[config.mk]
export PLATFORM = sky130hd
export DESIGN_NAME = pcm_stream_packetizer
export DESIGN_NICKNAME = d
export VERILOG_FILES = /design/src/pcm_pkt_pkg.sv /design/src/pcm_stream_packetizer.sv
export SDC_FILE = /design/constraint.sdc
export NUM_CORES = 1
export LEC_CHECK = 0
export BUFFER_PORTS_ARGS = -buffer_cell sky130_fd_sc_hd__buf_2
export CAP_MARGIN = 20
export CORE_ASPECT_RATIO = 0.5
export CORE_MARGIN = 8
export CORE_UTILIZATION = 25
export DETAILED_ROUTE_END_ITERATION = 10
export SLEW_MARGIN = 10
export SYNTH_ARGS = -nofsm -noshare
export SYNTH_HDL_FRONTEND = slang
export SYNTH_SLANG_ARGS = --single-unit
[constraint.sdc]
create_clock -name ref_clk_in -period 2.2 [get_ports ref_clk_in]
set_input_delay 0.66 -clock ref_clk_in [delete_from_list [all_inputs] [get_ports ref_clk_in]]
set_output_delay 0.66 -clock ref_clk_in [all_outputs]
set_load 0.02 [all_outputs]
[src/pcm_pkt_pkg.sv]
// shared constants and types for the telemetry stream packetizer
package pcm_pkt_pkg;
  // ==========================================================
  // register offsets (byte addresses)
  localparam logic [4:0] CTRL_OFS    = 5'h00;
  localparam logic [4:0] FLAGS_OFS   = 5'h04;
  localparam logic [4:0] CSDW_OFS    = 5'h08;
  localparam logic [4:0] STAT_OFS    = 5'h0C;
  localparam logic [4:0] ICLR_OFS    = 5'h10;
  localparam logic [4:0] IEN_OFS     = 5'h14;
  localparam logic [4:0] FCNT_OFS    = 5'h18;
  // ==========================================================
  // field positions and values
  localparam int          MODE_LSB   = 0;
  localparam int          ALIGN_BIT  = 2;
  localparam int          EN_BIT     = 3;
  localparam int          ABS_BIT    = 6;
  localparam int          FMT_LSB    = 2;
  localparam logic [1:0]  MODE_THRU  = 2'h0;
  localparam logic [1:0]  MODE_PACK  = 2'h1;
  localparam logic [1:0]  MODE_UNPK  = 2'h2;
  localparam int          EV_HDR     = 0;
  localparam int          EV_OVR     = 1;
  localparam int          EV_CSDW    = 2;
  localparam int          NEV        = 3;
  localparam logic [3:0]  CTRL_RST   = 4'h0;
  localparam logic [7:0]  FLAGS_RST  = 8'h00;
  localparam logic [31:0] CSDW_RST   = 32'h0000_0000;
  localparam logic [2:0]  HDR_LAST16 = 3'h4;
  localparam logic [2:0]  HDR_LAST32 = 3'h5;
  // ==========================================================
  // types
  typedef enum logic [2:0] {
    S_IDLE = 3'b001,
    S_CSDW = 3'b010,
    S_HDR  = 3'b100
  } seq_state_t;
  typedef struct packed {
    logic       minor_locked;
    logic [1:0] major_code;
  } sync_lock_field_t;
  typedef struct packed {
    logic        valid;
    logic [15:0] data;
  } out_word_t;
endpackage : pcm_pkt_pkg

[src/pcm_stream_packetizer.sv]
// telemetry stream packetizer with frame prefix headers and register slave
//
// The placing of the registers and register access over Avalon-MM were decided locally.
`timescale 1ns/1ps
`default_nettype none

module pcm_stream_packetizer
  import pcm_pkt_pkg::*;
(
  input  wire  logic                        ref_clk_in,
  input  wire  logic                        rst_in,
  input  wire  logic [4:0]                  avs_address_in,
  input  wire  logic                        avs_read_in,
  input  wire  logic                        avs_write_in,
  input  wire  logic [31:0]                 avs_writedata_in,
  input  wire  logic [3:0]                  avs_byteenable_in,
  output logic [31:0]                       avs_readdata_out,
  output logic                              avs_waitrequest_out,
  input  wire  logic                        pkt_start_in,
  input  wire  logic                        bit_valid_in,
  input  wire  logic                        bit_in,
  input  wire  logic                        frame_first_in,
  input  wire  pcm_pkt_pkg::sync_lock_field_t sync_lock_in,
  input  wire  logic [47:0]                 rtc_count_in,
  input  wire  logic [63:0]                 abs_time_in,
  output pcm_pkt_pkg::out_word_t            word_out,
  output logic [1:0]                        time_fmt_out,
  output logic                              irq_out
);
  import pcm_pkt_pkg::*;

  // ==========================================================
  // register file
  logic [3:0]     ctrl_q;
  logic [7:0]     flags_q;
  logic [31:0]    csdw_q;
  logic [NEV-1:0] stat_q;
  logic [NEV-1:0] ien_q;
  logic [15:0]    fcnt_q;
  logic [NEV-1:0] ev;
  logic           req;
  logic           wr_go;
  logic [31:0]    rd_d;

  function automatic logic [31:0] lane_merge(input logic [31:0] old,
                                             input logic [31:0] nw,
                                             input logic [3:0]  be);
    logic [31:0] r;
    r = old;
    for (int i = 0; i < 4; i++) begin
      if (be[i]) begin
        r[8*i +: 8] = nw[8*i +: 8];
      end
    end
    return r;
  endfunction : lane_merge

  assign req   = avs_read_in | avs_write_in;
  assign wr_go = avs_write_in & ~avs_waitrequest_out;

  // one wait cycle, then the transfer completes with waitrequest low
  always_ff @(posedge ref_clk_in) begin
    if (rst_in) begin
      avs_waitrequest_out <= 1'b1;
    end else if (req && avs_waitrequest_out) begin
      avs_waitrequest_out <= 1'b0;
    end else begin
      avs_waitrequest_out <= 1'b1;
    end
  end

  always_comb begin
    rd_d = 32'h0000_0000;
    unique case (avs_address_in)
      CTRL_OFS:  rd_d[3:0]     = ctrl_q;
      FLAGS_OFS: rd_d[7:0]     = flags_q;
      CSDW_OFS:  rd_d          = csdw_q;
      STAT_OFS:  rd_d[NEV-1:0] = stat_q;
      IEN_OFS:   rd_d[NEV-1:0] = ien_q;
      FCNT_OFS:  rd_d[15:0]    = fcnt_q;
      default:   rd_d          = 32'h0000_0000;
    endcase
  end

  always_ff @(posedge ref_clk_in) begin
    if (rst_in) begin
      avs_readdata_out <= 32'h0000_0000;
    end else if (avs_read_in && avs_waitrequest_out) begin
      avs_readdata_out <= rd_d;
    end
  end

  always_ff @(posedge ref_clk_in) begin
    if (rst_in) begin
      ctrl_q  <= CTRL_RST;
      flags_q <= FLAGS_RST;
      csdw_q  <= CSDW_RST;
      ien_q   <= '0;
    end else if (wr_go) begin
      unique case (avs_address_in)
        CTRL_OFS:  ctrl_q  <= 4'(lane_merge({28'h0, ctrl_q}, avs_writedata_in,
                                            avs_byteenable_in));
        FLAGS_OFS: flags_q <= 8'(lane_merge({24'h0, flags_q}, avs_writedata_in,
                                            avs_byteenable_in));
        CSDW_OFS:  csdw_q  <= lane_merge(csdw_q, avs_writedata_in, avs_byteenable_in);
        IEN_OFS:   ien_q   <= avs_byteenable_in[0] ? avs_writedata_in[NEV-1:0] : ien_q;
        default:   ;
      endcase
    end
  end

  // a new event wins over a clear in the same cycle
  always_ff @(posedge ref_clk_in) begin
    if (rst_in) begin
      stat_q <= '0;
    end else if (wr_go && avs_address_in == ICLR_OFS && avs_byteenable_in[0]) begin
      stat_q <= (stat_q & ~avs_writedata_in[NEV-1:0]) | ev;
    end else begin
      stat_q <= stat_q | ev;
    end
  end

  always_ff @(posedge ref_clk_in) begin
    if (rst_in) begin
      irq_out      <= 1'b0;
      time_fmt_out <= 2'h0;
    end else begin
      irq_out      <= |((stat_q | ev) & ien_q);
      time_fmt_out <= flags_q[FMT_LSB +: 2];
    end
  end

  // ==========================================================
  // bit assembly
  logic [1:0]  mode;
  logic        a32;
  logic        framed;
  logic        fs;
  logic        take;
  logic [31:0] sh_q;
  logic [5:0]  cnt_q;
  logic [5:0]  last_bit;
  logic [1:0]  nhalf;
  logic [31:0] pend_q;
  logic [1:0]  halves_q;
  logic        aligned_q;
  logic        ld;
  logic [31:0] ld_val;

  assign mode     = ctrl_q[MODE_LSB +: 2];
  assign a32      = ctrl_q[ALIGN_BIT];
  assign framed   = (mode == MODE_PACK) || (mode == MODE_UNPK);
  assign fs       = framed & frame_first_in;
  assign last_bit = a32 ? 6'd31 : 6'd15;
  assign nhalf    = a32 ? 2'd2 : 2'd1;
  // until the first frame start of a packet, framed modes drop bits
  assign take     = ctrl_q[EN_BIT] & bit_valid_in & (~framed | aligned_q | fs);

  always_ff @(posedge ref_clk_in) begin
    if (rst_in || pkt_start_in) begin
      aligned_q <= 1'b0;
    end else if (take && fs) begin
      aligned_q <= 1'b1;
    end
  end

  // a partial word left at a frame start goes out right-justified, zeros above
  assign ld     = take && ((fs && cnt_q != 6'd0) || (!fs && cnt_q == last_bit));
  assign ld_val = fs ? sh_q : {sh_q[30:0], bit_in};

  always_ff @(posedge ref_clk_in) begin
    if (rst_in || pkt_start_in) begin
      sh_q  <= 32'h0000_0000;
      cnt_q <= 6'd0;
    end else if (take) begin
      if (fs || cnt_q == last_bit) begin
        sh_q  <= fs ? {31'h0, bit_in} : 32'h0000_0000;
        cnt_q <= fs ? 6'd1 : 6'd0;
      end else begin
        sh_q  <= {sh_q[30:0], bit_in};
        cnt_q <= cnt_q + 6'd1;
      end
    end
  end

  // ==========================================================
  // output sequencer: pending data first, then channel word or frame header
  seq_state_t  st_q;
  logic [2:0]  idx_q;
  logic [63:0] tag_q;
  logic [15:0] dstat_q;
  logic        hdr_due_q;
  logic        csdw_due_q;
  logic        drain;
  logic [15:0] hdr_word;
  logic [2:0]  hdr_last;

  assign drain    = halves_q != 2'd0;
  assign hdr_last = a32 ? HDR_LAST32 : HDR_LAST16;

  always_comb begin
    unique case (idx_q)
      3'd0:    hdr_word = tag_q[15:0];
      3'd1:    hdr_word = tag_q[31:16];
      3'd2:    hdr_word = tag_q[47:32];
      3'd3:    hdr_word = tag_q[63:48];
      3'd4:    hdr_word = dstat_q;
      default: hdr_word = 16'h0000;
    endcase
  end

  always_ff @(posedge ref_clk_in) begin
    if (rst_in) begin
      pend_q   <= 32'h0000_0000;
      halves_q <= 2'd0;
    end else if (ld) begin
      pend_q   <= ld_val;
      halves_q <= nhalf;
    end else if (drain) begin
      pend_q   <= {16'h0000, pend_q[31:16]};
      halves_q <= halves_q - 2'd1;
    end
  end

  // time and lock state are held from the first bit until the header is out
  always_ff @(posedge ref_clk_in) begin
    if (rst_in) begin
      tag_q   <= 64'h0;
      dstat_q <= 16'h0000;
    end else if (take && fs && st_q != S_HDR && !hdr_due_q) begin
      tag_q <= flags_q[ABS_BIT] ? abs_time_in :
               {16'h0000, rtc_count_in};
      dstat_q <= {1'b1, sync_lock_in.minor_locked,
                  (sync_lock_in.major_code == 2'b01) ? 2'b00 :
                  sync_lock_in.major_code,
                  12'h000};
    end
  end

  always_ff @(posedge ref_clk_in) begin
    if (rst_in) begin
      st_q       <= S_IDLE;
      idx_q      <= 3'd0;
      hdr_due_q  <= 1'b0;
      csdw_due_q <= 1'b0;
      word_out   <= '0;
    end else begin
      word_out.valid <= 1'b0;
      if (pkt_start_in) begin
        csdw_due_q <= 1'b1;
      end
      // no header is ever built in throughput mode, so no tag goes out there
      if (take && fs) begin
        hdr_due_q <= 1'b1;
      end
      if (drain) begin
        word_out <= '{valid: 1'b1, data: pend_q[15:0]};
      end else begin
        unique case (st_q)
          S_IDLE: begin
            if (csdw_due_q) begin
              st_q       <= S_CSDW;
              idx_q      <= 3'd0;
              csdw_due_q <= pkt_start_in;
            end else if (hdr_due_q) begin
              st_q      <= S_HDR;
              idx_q     <= 3'd0;
              hdr_due_q <= take && fs;
            end
          end
          S_CSDW: begin
            word_out <= '{valid: 1'b1,
                          data: idx_q[0] ? csdw_q[31:16] : csdw_q[15:0]};
            idx_q    <= idx_q + 3'd1;
            if (idx_q[0]) begin
              st_q <= S_IDLE;
            end
          end
          S_HDR: begin
            word_out <= '{valid: 1'b1, data: hdr_word};
            idx_q    <= idx_q + 3'd1;
            if (idx_q == hdr_last) begin
              st_q <= S_IDLE;
            end
          end
        endcase
      end
    end
  end

  // ==========================================================
  // events
  always_ff @(posedge ref_clk_in) begin
    if (rst_in) begin
      fcnt_q <= 16'h0000;
    end else if (st_q == S_HDR && !drain && idx_q == hdr_last) begin
      fcnt_q <= fcnt_q + 16'h0001;
    end
  end

  always_comb begin
    ev          = '0;
    ev[EV_HDR]  = (st_q == S_HDR) && !drain && (idx_q == hdr_last);
    ev[EV_OVR]  = ld && (halves_q > 2'd1);
    ev[EV_CSDW] = (st_q == S_CSDW) && !drain && idx_q[0];
  end

endmodule : pcm_stream_packetizer

`default_nettype wire

==> impl_metrics.tcl <==
set metrics [dict create \
    max_freq_mhz 478 \
    h-tree-depth 1 \
    finalSetupTns_ns 0 \
    syn-num-nets 1639 \
    routed_wl_mm 41.5 \
    die_h_um 175 \
    synth.avg_cell_area_um2 8.59 \
    portBuffers 216 \
    routed-via-count 11800 \
    critical_path_class "flip-flop to flip-flop" \
    die_x_um 333 \
    timing.rr.start "idx_q[0]" \
    reg2reg_slack_ns 0.11 \
    dp.cells 2293 \
    static-leakage-power_nw 6.07 \
    dieArea_mm2 0.0582 \
    drt_iter0_markers 1168 \
    powerDensity_mw_per_mm2 801 \
    irDropWorstVdd_v 0.000474 \
    synthToLayoutAreaGrowth_pct 25.5 \
    initial_core_util_pct 25.2 \
    setup_violations 0 \
    nNetsFinal 1837 \
    crit_required_ns 2.62 \
    row_count 58 \
    cap_violations 0 \
    async_flop_share_pct 0 \
    synthCells 1465 \
    cts.sinks 268 \
    seqCellArea_mm2 0.00537 \
    hold_buffers 0 \
    r2r_cells 7 \
    drc 0 \
    fin_cells 2345 \
    min_path_type "primary input to flip-flop" \
    mostFrequentLayoutCell "dfxtp_1" \
    ioPinCount 217 \
    drive_gt1_share_pct 24.1 \
    syn_area_mm2 0.0126 \
    antenna_found_initial 1 \
    clkLatencyLatePin_ns 0.57 \
    synth_edf_count 0 \
    finClkSkew_ns 0.0255 \
    synth_cell_types 63 \
    period_minus_slack_ns 2.09 \
    overflow 0 \
    track_usage_pct 13.3 \
    dpl.hpwl_mm 29.8 \
    yosys_warnings 0 \
    gp_congestion 0.843 \
    holdPathEnd "avs_waitrequest_out" \
    dr.pass1.iters 6 \
    status "complete, no violations" \
    cts-root-buf "clkbuf_16" \
    grt_first_pass_wirelength_mm 63.8 \
    synth_ff_type "dfxtp_1" \
    finalCritPeriodShare_pct 95.1 \
    rsz0062_at_grt "false" \
    ys_seq_area_share_pct 42.6 \
    wl_per_cell_um 17.7 \
    grt_pass1_vias 11400 \
    multi_input_area_mm2 0.00665 \
    n_fill_cell 5219 \
    holdWs_ns 0.327 \
    worst_pin_slew_ns 0.671 \
    post-route-util_pct 31.6 \
    cts_made_buffers 28 \
    slew_headroom_pct 55.2 \
    startpoint_type "flip-flop" \
    worstPathArrival_ns 2.52 \
    grt_start_max_net_pins 119 \
    path_max_fanout 21 \
    ant_nets 0 \
    ys_ff_latch 268 \
    cts_tree "yes" \
    via_per_inst 5.04 \
    layout_common_cells "dfxtp_1 (266), buf_2 (215), a21oi_1 (181)" \
    ctsLongestPathBuffers 3 \
    holdCritStartpoint "avs_read_in" \
    hold_path_depth 2 \
    r2r_end "word_out[0]" \
    clk_pin_slew_worst_paths_ns 0.06 \
    slew_viol_final 0 \
    power_mw 12.7 \
    cts_resized 0 \
    cp-end-kind "flip-flop" \
    core_mm2 0.0500 \
    final_hold_viol_count 0 \
    postCtsSetupBuffers 0 \
]
==> sequential cells by signal (all words and copies together) (netlist names), 6 cells and up <==
name	cells
fcnt_q	16
tag_q	64
avs_readdata_out	32
csdw_q	32
pend_q	32
flags_q	8
cnt_q	6
word_out	17
sh_q	32
==> cell usage after synthesis (3+ instances only) <==
cell / number / area (µm²)
xor2_1: 4 / 35.0
nor3b_1: 4 / 30.0
ha_1: 10 / 125
o21bai_1: 3 / 22.5
dfxtp_1: 268 / 5370
o21ai_0: 82 / 410
nor3_1: 13 / 65.1
nor2b_1: 8 / 50.1
nand2_1: 115 / 432
a211oi_1: 51 / 383
xnor2_1: 9 / 78.8
a311oi_1: 16 / 140
buf_1: 8 / 30.0
mux2i_1: 115 / 1150
inv_1: 17 / 63.8
or3_1: 7 / 43.8
nor2_1: 111 / 417
buf_2: 15 / 75.1
nand2b_1: 5 / 31.3
a32oi_1: 4 / 35.0
a21oi_1: 182 / 911
a21o_1: 4 / 30.0
mux2_2: 37 / 417
nand4_1: 25 / 156
clkbuf_1: 112 / 420
o31ai_1: 7 / 52.6
nor4_1: 9 / 56.3
a222oi_1: 17 / 170
and3_1: 23 / 144
buf_6: 3 / 33.8
a221o_1: 6 / 60.1
a22o_1: 5 / 43.8
nand3_1: 103 / 515
or4_1: 7 / 52.6
a221oi_1: 24 / 210
==> power breakdown <==
part | internal, mW | switching [mW] | leakage (nW)
sequential | 5.02 | 0.130 | 2.17
clock | 2.88 | 2.01 | 0.466
combinational | 0.973 | 1.65 | 3.44
total | 8.87 | 3.79 | 6.07
==> worst max-delay path by stage <==
stage	start	end	slack (ns)	depth (start not counted)
after floorplan	avs_address_in[3]	avs_readdata_out[4]	0.009	4
after global placement	idx_q[0]	word_out[0]	0.09	7
after detailed placement	frame_first_in	tag_q[0]	0.05	6
after CTS	idx_q[0]	word_out[0]	0.07	7
after global routing	halves_q[1]	fcnt_q[7]	0.007	6
final	idx_q[0]	word_out[0]	0.11	7
==> logic make-up (layout without fill, tap and decap cells) <==
group	Yosys count	in the layout	share of synthesized area (%)
AOI/OAI and AO/OA	417	417	20.7
xor gates and xnor gates	14	14	1.12
adders and majority gates	10	10	0.994
buffers and inverters	156	375	4.98
DFF	268	268	42.6
muxes	152	152	12.5
other	0	1	0
and+or+nand+nor	448	448	17.2
==> stage by stage <==
stage | area, µm² | worst slack [ns]
4_1_cts | 15800 | 0.0674
3_3_place_gp | 14900 | 0.0875
6_report | 15800 | 0.107
2_1_floorplan | 12600 | 0.00910
5_1_grt | 15800 | 0.00701
3_5_place_dp | 14900 | 0.0549
==> layer usage <==
layer  global-route usage [%]  part of all wire (%)
met1                     16.3                    41
met2                     24.2                    51
met3                     1.56                   4.6
met4                     4.28                   3.4
met5                        0                     0
==> layout make-up <==
type	instances	area share, %
multi-input combinational	1041	42.1
sequential	268	34.0
timing repair buffer	306	12.3
clock buffer	45	5.41
tap	660	5.23
clock inverter	6	0.578
inverter	18	0.428
antenna	1	0.0158
==> worst max-delay path, stage by stage (launching register included) <==
cell      delay (ns)
dfxtp_2         0.42
inv_1           0.10
ha_1            0.25
buf_12          0.17
a222oi_1        0.61
o21ai_0         0.15
nand2_1         0.15
a311oi_1        0.09
Power figures use the tool's default switching activity.
